File: src/pkg/scmc_defines.svh
`ifndef SCMC_DEFINES_SVH
`define SCMC_DEFINES_SVH

// ***************************************************************
// register byte addresses
// ***************************************************************
`define SCMC_ADDR_CSEL 8'h00
`define SCMC_ADDR_HIRCC 8'h04
`define SCMC_ADDR_LXTC 8'h08
`define SCMC_ADDR_MODE 8'h0C

// ***************************************************************
// field positions
// ***************************************************************
`define SCMC_CSEL_SEL_MSB 7
`define SCMC_CSEL_SEL_LSB 5
`define SCMC_CSEL_SRC 2
`define SCMC_CSEL_FHID 1
`define SCMC_CSEL_FSID 0
`define SCMC_HIRCC_FREQ_MSB 3
`define SCMC_HIRCC_FREQ_LSB 2
`define SCMC_HIRCC_FLAG 1
`define SCMC_HIRCC_EN 0
`define SCMC_LXTC_FLAG 1
`define SCMC_LXTC_EN 0
`define SCMC_MODE_RUN 7
`define SCMC_MODE_ESEL_MSB 6
`define SCMC_MODE_ESEL_LSB 4
`define SCMC_MODE_MODE_MSB 2
`define SCMC_MODE_MODE_LSB 0

// ***************************************************************
// reset values and codes
// ***************************************************************
`define SCMC_SEL_RST 3'h0
`define SCMC_SEL_SLOW 3'h7
`define SCMC_HIRCC_EN_RST 1'h1
`define SCMC_LXTC_EN_RST 1'h0

// ***************************************************************
// timing
// ***************************************************************
`define SCMC_CLK_MHZ 125
`define SCMC_XTAL_START_NS 1000000
`define SCMC_FRC_START_NS 16000
`define SCMC_NS_TO_CYC(ns) (((ns) * `SCMC_CLK_MHZ + 999) / 1000)

`endif

File: src/pkg/scmc_pkg.sv
package scmc_pkg;

    // operating modes, two running and four halted
    typedef enum logic [2:0] {
        SCMC_MODE_FAST = 3'b000,
        SCMC_MODE_SLOW = 3'b001,
        SCMC_MODE_SLEEP = 3'b010,
        SCMC_MODE_IDLE_SLOW_ONLY = 3'b011,
        SCMC_MODE_IDLE_BOTH_CLOCKS = 3'b100,
        SCMC_MODE_IDLE_FAST_ONLY = 3'b101
    } scmc_mode_e;

    typedef logic [2:0] scmc_sel_t;

endpackage : scmc_pkg

File: src/hw/scmc_sync.sv
`timescale 1ns/1ps
// ***************************************************************
// three-stage synchroniser with agreement filter and rise pulse
// ***************************************************************
module scmc_sync (
    input wire logic clk,
    input wire logic resetn,
    input wire logic async_in,
    output logic rise
);
    logic ff1_reg;
    logic ff2_reg;
    logic ff3_reg;
    logic level_reg;

    // first stage feeds only the second
    always_ff @(posedge clk or negedge resetn) begin
        if (!resetn) begin
            ff1_reg <= 1'b0;
            ff2_reg <= 1'b0;
            ff3_reg <= 1'b0;
        end else begin
            ff1_reg <= async_in;
            ff2_reg <= ff1_reg;
            ff3_reg <= ff2_reg;
        end
    end

    // level moves only once stages two and three agree
    always_ff @(posedge clk or negedge resetn) begin
        if (!resetn) begin
            level_reg <= 1'b0;
        end else if (ff2_reg == ff3_reg) begin
            level_reg <= ff3_reg;
        end
    end

    assign rise = (ff2_reg == ff3_reg) && ff3_reg && !level_reg;
endmodule : scmc_sync

File: src/hw/scmc_osc_start.sv
`timescale 1ns/1ps
// ***************************************************************
// oscillator start-up timer and stable flag
// ***************************************************************
module scmc_osc_start #(
    parameter int unsigned CYCLES = 2000
) (
    input wire logic clk,
    input wire logic resetn,
    input wire logic enable,
    input wire logic restart,
    output logic stable
);
    logic [31:0] cnt_reg;

    generate
        if (CYCLES < 2) begin : g_bad
            $error("scmc_osc_start: CYCLES must be at least 2");
        end
    endgenerate

    // flag drops on disable or restart, rises after the full delay
    always_ff @(posedge clk or negedge resetn) begin
        if (!resetn) begin
            cnt_reg <= 32'h0;
            stable <= 1'b0;
        end else if (!enable || restart) begin
            cnt_reg <= 32'h0;
            stable <= 1'b0;
        end else if (cnt_reg == CYCLES - 1) begin
            stable <= 1'b1;
        end else begin
            cnt_reg <= cnt_reg + 32'h1;
        end
    end
endmodule : scmc_osc_start

File: src/hw/scmc_top.sv
// The register offsets and the APB register port are this design's own decisions.
`timescale 1ns/1ps
`include "scmc_defines.svh"

module scmc_top #(
    parameter int unsigned XTAL_START_CYCLES = `SCMC_NS_TO_CYC(`SCMC_XTAL_START_NS),
    parameter int unsigned FRC_START_CYCLES = `SCMC_NS_TO_CYC(`SCMC_FRC_START_NS)
) (
    input wire logic CLK,
    input wire logic RESETN,
    input wire logic PSEL,
    input wire logic PENABLE,
    input wire logic PWRITE,
    input wire logic [7:0] PADDR,
    input wire logic [31:0] PWDATA,
    input wire logic [3:0] PSTRB,
    output logic [31:0] PRDATA,
    output logic PREADY,
    output logic PSLVERR,
    input wire logic HALT_REQ,
    input wire logic WAKE_REQ,
    input wire logic WDT_ENABLE,
    input wire logic CRYSTAL_CLK_IN,
    input wire logic SLOW_RC_CLK_IN,
    output logic PROC_CLK_EN,
    output logic PROC_RUN,
    output logic HS_CLK_EN,
    output logic LS_CLK_EN,
    output logic FAST_OSC_ON,
    output logic CRYSTAL_OSC_ON,
    output logic SLOW_RC_ON,
    output logic CRYSTAL_PINS_GPIO,
    output logic [2:0] MODE
);
    // ***************************************************************
    // declarations
    // ***************************************************************
    scmc_pkg::scmc_sel_t sel_reg;
    scmc_pkg::scmc_sel_t eff_sel_reg;
    scmc_pkg::scmc_mode_e mode_reg;
    scmc_pkg::scmc_mode_e mode_next;
    logic src_reg;
    logic eff_src_reg;
    logic fhid_reg;
    logic fsid_reg;
    logic hs_en_reg;
    logic lxt_en_reg;
    logic [1:0] hfreq_reg;
    logic [5:0] div_cnt_reg;
    logic apb_wr;
    logic apb_hit;
    logic freq_restart;
    logic halted;
    logic ls_run;
    logic fast_osc_next;
    logic crystal_next;
    logic rc_next;
    logic hs_stable;
    logic lxt_stable;
    logic xt_rise;
    logic rc_rise;
    logic ls_tick;
    logic fast_tick;
    logic target_ok;
    logic do_switch;
    logic [31:0] rdata_next;

    // ratio mask for the fast divider
    function automatic logic [5:0] div_mask(input scmc_pkg::scmc_sel_t sel);
        logic [5:0] m;
        m = 6'h00;
        case (sel)
            3'h0: m = 6'h00;
            3'h1: m = 6'h01;
            3'h2: m = 6'h03;
            3'h3: m = 6'h07;
            3'h4: m = 6'h0F;
            3'h5: m = 6'h1F;
            3'h6: m = 6'h3F;
            default: m = 6'h00;
        endcase
        return m;
    endfunction : div_mask

    // ***************************************************************
    // apb slave
    // ***************************************************************
    assign PREADY = 1'b1;
    assign apb_hit = (PADDR == `SCMC_ADDR_CSEL) || (PADDR == `SCMC_ADDR_HIRCC) ||
                     (PADDR == `SCMC_ADDR_LXTC) || (PADDR == `SCMC_ADDR_MODE);
    assign PSLVERR = PSEL && PENABLE && !apb_hit;
    assign apb_wr = PSEL && PENABLE && PWRITE && PSTRB[0] && apb_hit;
    assign freq_restart = apb_wr && (PADDR == `SCMC_ADDR_HIRCC) &&
                          (PWDATA[`SCMC_HIRCC_FREQ_MSB:`SCMC_HIRCC_FREQ_LSB] != hfreq_reg);

    // software-written control bits
    always_ff @(posedge CLK or negedge RESETN) begin
        if (!RESETN) begin
            sel_reg <= `SCMC_SEL_RST;
            src_reg <= 1'b0;
            fhid_reg <= 1'b0;
            fsid_reg <= 1'b0;
            hs_en_reg <= `SCMC_HIRCC_EN_RST;
            hfreq_reg <= 2'h0;
            lxt_en_reg <= `SCMC_LXTC_EN_RST;
        end else if (apb_wr) begin
            case (PADDR)
                `SCMC_ADDR_CSEL: begin
                    sel_reg <= PWDATA[`SCMC_CSEL_SEL_MSB:`SCMC_CSEL_SEL_LSB];
                    src_reg <= PWDATA[`SCMC_CSEL_SRC];
                    fhid_reg <= PWDATA[`SCMC_CSEL_FHID];
                    fsid_reg <= PWDATA[`SCMC_CSEL_FSID];
                end
                `SCMC_ADDR_HIRCC: begin
                    hfreq_reg <= PWDATA[`SCMC_HIRCC_FREQ_MSB:`SCMC_HIRCC_FREQ_LSB];
                    hs_en_reg <= PWDATA[`SCMC_HIRCC_EN];
                end
                `SCMC_ADDR_LXTC: begin
                    lxt_en_reg <= PWDATA[`SCMC_LXTC_EN];
                end
                default: begin
                end
            endcase
        end
    end

    // read mux, captured in the setup cycle so data holds through access
    always_comb begin
        rdata_next = 32'h0;
        case (PADDR)
            `SCMC_ADDR_CSEL: begin
                rdata_next[`SCMC_CSEL_SEL_MSB:`SCMC_CSEL_SEL_LSB] = sel_reg;
                rdata_next[`SCMC_CSEL_SRC] = src_reg;
                rdata_next[`SCMC_CSEL_FHID] = fhid_reg;
                rdata_next[`SCMC_CSEL_FSID] = fsid_reg;
            end
            `SCMC_ADDR_HIRCC: begin
                rdata_next[`SCMC_HIRCC_FREQ_MSB:`SCMC_HIRCC_FREQ_LSB] = hfreq_reg;
                rdata_next[`SCMC_HIRCC_FLAG] = hs_stable;
                rdata_next[`SCMC_HIRCC_EN] = hs_en_reg;
            end
            `SCMC_ADDR_LXTC: begin
                rdata_next[`SCMC_LXTC_FLAG] = lxt_stable;
                rdata_next[`SCMC_LXTC_EN] = lxt_en_reg;
            end
            `SCMC_ADDR_MODE: begin
                rdata_next[`SCMC_MODE_RUN] = !halted;
                rdata_next[`SCMC_MODE_ESEL_MSB:`SCMC_MODE_ESEL_LSB] = eff_sel_reg;
                rdata_next[`SCMC_MODE_MODE_MSB:`SCMC_MODE_MODE_LSB] = mode_reg;
            end
            default: begin
            end
        endcase
    end

    always_ff @(posedge CLK or negedge RESETN) begin
        if (!RESETN) begin
            PRDATA <= 32'h0;
        end else if (PSEL && !PENABLE && !PWRITE) begin
            PRDATA <= rdata_next;
        end
    end

    // ***************************************************************
    // oscillator control
    // ***************************************************************
    assign halted = (mode_reg != scmc_pkg::SCMC_MODE_FAST) && (mode_reg != scmc_pkg::SCMC_MODE_SLOW);
    // low-speed clock alive while running or halted with its keep bit
    assign ls_run = !halted || fsid_reg;
    // fast oscillator also wakes for a pending move back to fast mode,
    // otherwise software would have to set the enable before switching
    assign fast_osc_next = halted ? fhid_reg :
                           ((eff_sel_reg != `SCMC_SEL_SLOW) || (sel_reg != `SCMC_SEL_SLOW) ||
                            hs_en_reg);
    assign crystal_next = lxt_en_reg && (ls_run || !src_reg);
    assign rc_next = (mode_reg != scmc_pkg::SCMC_MODE_SLEEP) || WDT_ENABLE;

    always_ff @(posedge CLK or negedge RESETN) begin
        if (!RESETN) begin
            FAST_OSC_ON <= 1'b1;
            CRYSTAL_OSC_ON <= 1'b0;
            SLOW_RC_ON <= 1'b1;
            CRYSTAL_PINS_GPIO <= 1'b1;
        end else begin
            FAST_OSC_ON <= fast_osc_next;
            CRYSTAL_OSC_ON <= crystal_next;
            SLOW_RC_ON <= rc_next;
            CRYSTAL_PINS_GPIO <= !lxt_en_reg;
        end
    end

    scmc_osc_start #(.CYCLES(FRC_START_CYCLES)) u_hs_start (
        .clk(CLK),
        .resetn(RESETN),
        .enable(FAST_OSC_ON),
        .restart(freq_restart),
        .stable(hs_stable)
    );

    scmc_osc_start #(.CYCLES(XTAL_START_CYCLES)) u_xt_start (
        .clk(CLK),
        .resetn(RESETN),
        .enable(CRYSTAL_OSC_ON),
        .restart(1'b0),
        .stable(lxt_stable)
    );

    scmc_sync u_xt_sync (
        .clk(CLK),
        .resetn(RESETN),
        .async_in(CRYSTAL_CLK_IN),
        .rise(xt_rise)
    );

    scmc_sync u_rc_sync (
        .clk(CLK),
        .resetn(RESETN),
        .async_in(SLOW_RC_CLK_IN),
        .rise(rc_rise)
    );

    // ***************************************************************
    // clock selection and division
    // ***************************************************************
    // crystal ticks count only once it has settled
    assign ls_tick = eff_src_reg ? (xt_rise && lxt_stable) : (rc_rise && SLOW_RC_ON);
    assign target_ok = (sel_reg == `SCMC_SEL_SLOW) ? (src_reg ? lxt_stable : SLOW_RC_ON) : hs_stable;
    assign do_switch = !halted && target_ok &&
                       ((sel_reg != eff_sel_reg) || (src_reg != eff_src_reg));
    assign fast_tick = hs_stable && ((div_cnt_reg & div_mask(eff_sel_reg)) == 6'h00);

    // applied selection follows software once the target is stable
    always_ff @(posedge CLK or negedge RESETN) begin
        if (!RESETN) begin
            eff_sel_reg <= `SCMC_SEL_RST;
            eff_src_reg <= 1'b0;
        end else if (do_switch) begin
            eff_sel_reg <= sel_reg;
            eff_src_reg <= src_reg;
        end
    end

    // divider restarts on a switch so the first pulse is a whole one
    always_ff @(posedge CLK or negedge RESETN) begin
        if (!RESETN) begin
            div_cnt_reg <= 6'h00;
        end else if (do_switch) begin
            div_cnt_reg <= 6'h00;
        end else begin
            div_cnt_reg <= div_cnt_reg + 6'h01;
        end
    end

    // registered clock enables to processor and peripherals
    always_ff @(posedge CLK or negedge RESETN) begin
        if (!RESETN) begin
            PROC_CLK_EN <= 1'b0;
            HS_CLK_EN <= 1'b0;
            LS_CLK_EN <= 1'b0;
        end else begin
            PROC_CLK_EN <= !halted &&
                           ((eff_sel_reg == `SCMC_SEL_SLOW) ? ls_tick : fast_tick);
            HS_CLK_EN <= FAST_OSC_ON && hs_stable;
            LS_CLK_EN <= ls_run && ls_tick;
        end
    end

    // ***************************************************************
    // operating mode machine
    // ***************************************************************
    always_comb begin
        mode_next = mode_reg;
        case (mode_reg)
            scmc_pkg::SCMC_MODE_FAST, scmc_pkg::SCMC_MODE_SLOW: begin
                if (HALT_REQ) begin
                    case ({fhid_reg, fsid_reg})
                        2'b00: mode_next = scmc_pkg::SCMC_MODE_SLEEP;
                        2'b01: mode_next = scmc_pkg::SCMC_MODE_IDLE_SLOW_ONLY;
                        2'b11: mode_next = scmc_pkg::SCMC_MODE_IDLE_BOTH_CLOCKS;
                        default: mode_next = scmc_pkg::SCMC_MODE_IDLE_FAST_ONLY;
                    endcase
                end else if (eff_sel_reg == `SCMC_SEL_SLOW) begin
                    mode_next = scmc_pkg::SCMC_MODE_SLOW;
                end else begin
                    mode_next = scmc_pkg::SCMC_MODE_FAST;
                end
            end
            scmc_pkg::SCMC_MODE_SLEEP, scmc_pkg::SCMC_MODE_IDLE_SLOW_ONLY,
            scmc_pkg::SCMC_MODE_IDLE_BOTH_CLOCKS, scmc_pkg::SCMC_MODE_IDLE_FAST_ONLY: begin
                if (WAKE_REQ) begin
                    mode_next = (eff_sel_reg == `SCMC_SEL_SLOW) ? scmc_pkg::SCMC_MODE_SLOW :
                                scmc_pkg::SCMC_MODE_FAST;
                end
            end
            default: mode_next = scmc_pkg::SCMC_MODE_FAST;
        endcase
    end

    always_ff @(posedge CLK or negedge RESETN) begin
        if (!RESETN) begin
            mode_reg <= scmc_pkg::SCMC_MODE_FAST;
        end else begin
            mode_reg <= mode_next;
        end
    end

    assign MODE = mode_reg;
    assign PROC_RUN = !halted;

    // ***************************************************************
    // assertions
    // ***************************************************************
    AST_RC_SOURCE: assert property (@(posedge CLK) disable iff (!RESETN)
        ls_run && !eff_src_reg && rc_rise && SLOW_RC_ON |=> LS_CLK_EN)
        else $error("slow RC tick not passed to low-speed clock");
    AST_XT_DELAY: assert property (@(posedge CLK) disable iff (!RESETN)
        $rose(CRYSTAL_OSC_ON) |-> !lxt_stable ##1 !lxt_stable)
        else $error("crystal flagged stable without start-up delay");
    AST_GPIO: assert property (@(posedge CLK) disable iff (!RESETN)
        CRYSTAL_OSC_ON |-> !CRYSTAL_PINS_GPIO)
        else $error("crystal pins in GPIO use while crystal runs");
    AST_DIV2: assert property (@(posedge CLK) disable iff (!RESETN)
        PROC_CLK_EN && mode_reg == scmc_pkg::SCMC_MODE_FAST && eff_sel_reg == 3'h1 && !do_switch &&
        !$past(do_switch)
        |=> !PROC_CLK_EN)
        else $error("divide-by-two pulses back to back");
    AST_SLOW_TICK: assert property (@(posedge CLK) disable iff (!RESETN)
        PROC_CLK_EN && $past(eff_sel_reg) == `SCMC_SEL_SLOW && !$past(halted) |-> $past(ls_tick))
        else $error("slow-mode processor pulse without low-speed tick");
    AST_SLOW_HS: assert property (@(posedge CLK) disable iff (!RESETN)
        mode_reg == scmc_pkg::SCMC_MODE_SLOW && sel_reg == `SCMC_SEL_SLOW &&
        eff_sel_reg == `SCMC_SEL_SLOW |=> FAST_OSC_ON == $past(hs_en_reg))
        else $error("slow-mode fast oscillator not following enable");
    AST_SLEEP: assert property (@(posedge CLK) disable iff (!RESETN)
        mode_reg == scmc_pkg::SCMC_MODE_SLEEP && $past(mode_reg) == scmc_pkg::SCMC_MODE_SLEEP
        |-> !PROC_CLK_EN && !LS_CLK_EN && !FAST_OSC_ON)
        else $error("clock running in sleep");
    AST_SLEEP_RC: assert property (@(posedge CLK) disable iff (!RESETN)
        mode_reg == scmc_pkg::SCMC_MODE_SLEEP && $past(mode_reg) == scmc_pkg::SCMC_MODE_SLEEP
        |-> SLOW_RC_ON == $past(WDT_ENABLE))
        else $error("slow RC not following watchdog in sleep");
    AST_IDLE_FAST: assert property (@(posedge CLK) disable iff (!RESETN)
        mode_reg == scmc_pkg::SCMC_MODE_IDLE_FAST_ONLY |=> FAST_OSC_ON && !LS_CLK_EN)
        else $error("fast-only idle clocks wrong");
    AST_SWITCH: assert property (@(posedge CLK) disable iff (!RESETN)
        eff_sel_reg != $past(eff_sel_reg) |-> $past(target_ok))
        else $error("clock switched to unstable source");
endmodule : scmc_top

File: config.mk
export PLATFORM = sky130hd
export DESIGN_NAME = scmc_top
export DESIGN_NICKNAME = d
export VERILOG_FILES = /design/src/pkg/scmc_pkg.sv /design/src/hw/scmc_sync.sv /design/src/hw/scmc_osc_start.sv /design/src/hw/scmc_top.sv
export VERILOG_INCLUDE_DIRS = /design/src /design/src/pkg
export SDC_FILE = /design/constraint.sdc
export NUM_CORES = 1
export LEC_CHECK = 0
export BUFFER_PORTS_ARGS = -buffer_cell sky130_fd_sc_hd__buf_2
export CAP_MARGIN = 40
export CORE_UTILIZATION = 51
export DETAILED_ROUTE_END_ITERATION = 16
export GPL_ROUTABILITY_DRIVEN = 0
export PLACE_DENSITY = 0.76
export SYNTH_ARGS = -nofsm -noshare
export SYNTH_HDL_FRONTEND = slang
export SYNTH_SLANG_ARGS = --single-unit
File: constraint.sdc
create_clock -name CLK -period 1.8 [get_ports CLK]
set_input_delay 0.36 -clock CLK [delete_from_list [all_inputs] [get_ports CLK]]
set_output_delay 0.36 -clock CLK [all_outputs]
set_load 0.02 [all_outputs]
==> flow_summary.yaml <==
placed_design:
  dp_hpwl_um: 10280
  placedCellCount: 856
  io_buffers: 45
grt:
  grt_pass1_vias: 5418
  antenna_found_initial: 0
  grt_overflow: 0
  grt_usage_pct: 27.72
  grt_pass1_wl_um: 25690
  grt_max_degree: 39
clock_network:
  htree_levels: 3
  cts_tree: "built"
  clkTransAtPathRegs_ns: 0.09
  cts.sinks: 112
  worstSkewPairLatency_ns: 0.37
  cts_root_buf: "clkbuf_16"
  cts_max_path_buffers: 2
  cts_buffers: 9
logic_synthesis:
  ys_top_cells_by_area: "dfrtp_1 (46%), a21oi_1 (4.0%), or4_1 (3.6%)"
  synth-edff-count: 0
  synth_top_area_share_pct: 45.76
  yosys.area.top_type: "dfrtp_1"
  synthesis.area_um2: 5906
  synth-seq-area-share_pct: 47.54
  synthArstFlopShare_pct: 100.0
  ys_seq_elements: 112
  yosysMostFrequentCell: "dfrtp_1"
  synthFlopType: "dfrtp_1"
  yosys_warnings: 0
  synth_cells: 604
  synth_cell_types: 53
  synth_common_cells: "dfrtp_1 (108), a21oi_1 (47), nor2_1 (41)"
  syn_avg_cell_area_um2: 9.778
pwr:
  p_per_area_nw_per_um2: 660.9
  peakVddDrop_mv: 0.7783
  p_leak_nw: 3.433
  p_total_w: 0.005311
finish:
  drive_above_1_share_pct: 41.66
  final_cells: 901
  fin_nets: 819
  antenna_cells: 0
  syn2layout_area_growth_pct: 36.06
timing:
  finalSetupTns_ns: -2.396
  hold_viol_final: 0
  fmax_mhz: 507.8
  tightest_slew_ns: 0.6550
  slew_violations: 0
  layout_min_cycle_time_ns: 1.969
  finalWorstSetupSlack_ns: -0.1692
  period_share_pct: 109.4
  setup_viol: 31
  skew_ns: 0.01574
  grt_setup_unrepaired: "yes"
  slew_headroom_pct: 56.27
  timing.hold.ws_ns: 0.09378
route:
  met2_length_um: 8970
  antenna_left: 0
  avgViaCountPerCell: 6.095
  num_vias: 5492
  top_layer: "met4"
  met1_length_um: 6616
  first_iter_violations: 382
  post-route-drc-count: 0
  met3_length_um: 793
  wire_per_inst_um: 18.77
  finalWirelength_um: 16910
  drt_pass1_iterations: 5
setup_path:
  end_kind: "flop"
  worst_ep_required_time_ns: 2.09
  worstSetupStartpoint: "u_hs_start.cnt_reg[4]"
  crit_path_max_fanout: 5
  cp-start-kind: "flop"
  arrival_ns: 2.25
  path_class: "flop to flop"
  timing.rr.start: "u_hs_start.cnt_reg[4]"
run_status:
  status: "complete, but fails checks"
  violations: "setup timing"
hold_path:
  holdCritStartpoint: "CRYSTAL_CLK_IN"
  hold_path_class: "input port to flop"
die:
  ios: 99
  core_um2: 11080
  rows: 38
  die_width_um: 109.6
  die-area_um2: 12010
  die_y_um: 109.6
  initial_core_util_pct: 53.31
job:
  drv_cap: 0
[through the flow]
stage                     util [%]  setup slack, ns  area (um2)
final                        72.53          -0.1692        8035
after global routing         72.53          -0.2002        8035
after CTS                    68.03          -0.1008        7536
after detailed placement     62.99          -0.1492        6978
after global placement       62.99         -0.08998        6978
after floorplan                  -         -0.02350        6153
[cells in the final DEF, fill, tap and decap left out, types with 15 or more instances in the layout]
cell and count:
buf_2 44, nand3_1 27, a21oi_1 16, nand2_1 31, dfrtp_1 103, nor2_1 41
conb_1 25, buf_4 105, or4_4 27, nand4_1 18, o21ai_0 25, mux2_2 18
xnor2_1 15, a21oi_2 30
[power breakdown]
group	switching [W]	total (W)	internal (W)
combinational	0.000342	0.000575	0.000233
clock	0.00108	0.00209	0.00101
sequential	0.0000697	0.00265	0.00258
total	0.00149	0.00531	0.00382
[logic make-up after synthesis]
kind of cell | after synthesis | synth area share [%]
DFF | 112 | 47.54
AOI/OAI and AO/OA | 120 | 11.95
xor gates and xnor gates | 27 | 4.004
other | 2 | 0.1272
muxes | 29 | 5.508
buffers and inverters | 65 | 5.826
adders and majority gates | 9 | 1.907
and+or+nand+nor | 240 | 23.14
[final timing paths]
path / endpoint / slack (ns) / depth (start not counted)
min in group asynchronous: PRDATA[7] / 0.49 / 2
hold / removal: u_xt_sync.ff1_reg / 0.09 / 1
hold reg to reg: u_rc_sync.ff2_reg / 0.36 / 0
max in group asynchronous: FAST_OSC_ON / 0.66 / 3
setup / recovery: u_hs_start.cnt_reg[2] / -0.17 / 4
setup reg to reg: u_hs_start.cnt_reg[2] / -0.17 / 4
[routing by layer]
metal  GRT usage [%]  vias up
met3           5.335       55
met1           32.23     2752
li1                -     2492
met2           49.64      193
met4           12.00        0
met5               0        -
[area by class of cell]
| type | count | area [um2] |
|---|---|---|
| Tap cell | 140 | 175.2 |
| Timing Repair Buffer | 166 | 1242 |
| Clock buffer | 9 | 225.2 |
| Sequential cell | 112 | 2814 |
| Fill cell | 744 | 3043 |
| Clock inverter | 7 | 91.34 |
| Inverter | 14 | 52.55 |
| Multi-Input combinational cell | 453 | 3435 |
[repair_timing]
| action | 4_1_cts | 5_1_grt |
|---|---|---|
| endpoints found under the setup margin | 33 | 48 |
| hold endpoints to repair | 26 | 0 |
| resized for setup | 29 | 92 |
| gates cloned | 3 | 2 |
| pin swaps | 28 | 40 |
| hold buffers | 1 | 0 |
| setup buffers | 12 | 14 |
[critical path, stage by stage, from the launching register on]
cell	delay, ns
dfrtp_2	0.47
or4_4	0.50
or4_4	0.57
o21ai_2	0.16
mux2i_1	0.19
No activity file was read; power rests on OpenSTA's default activity.
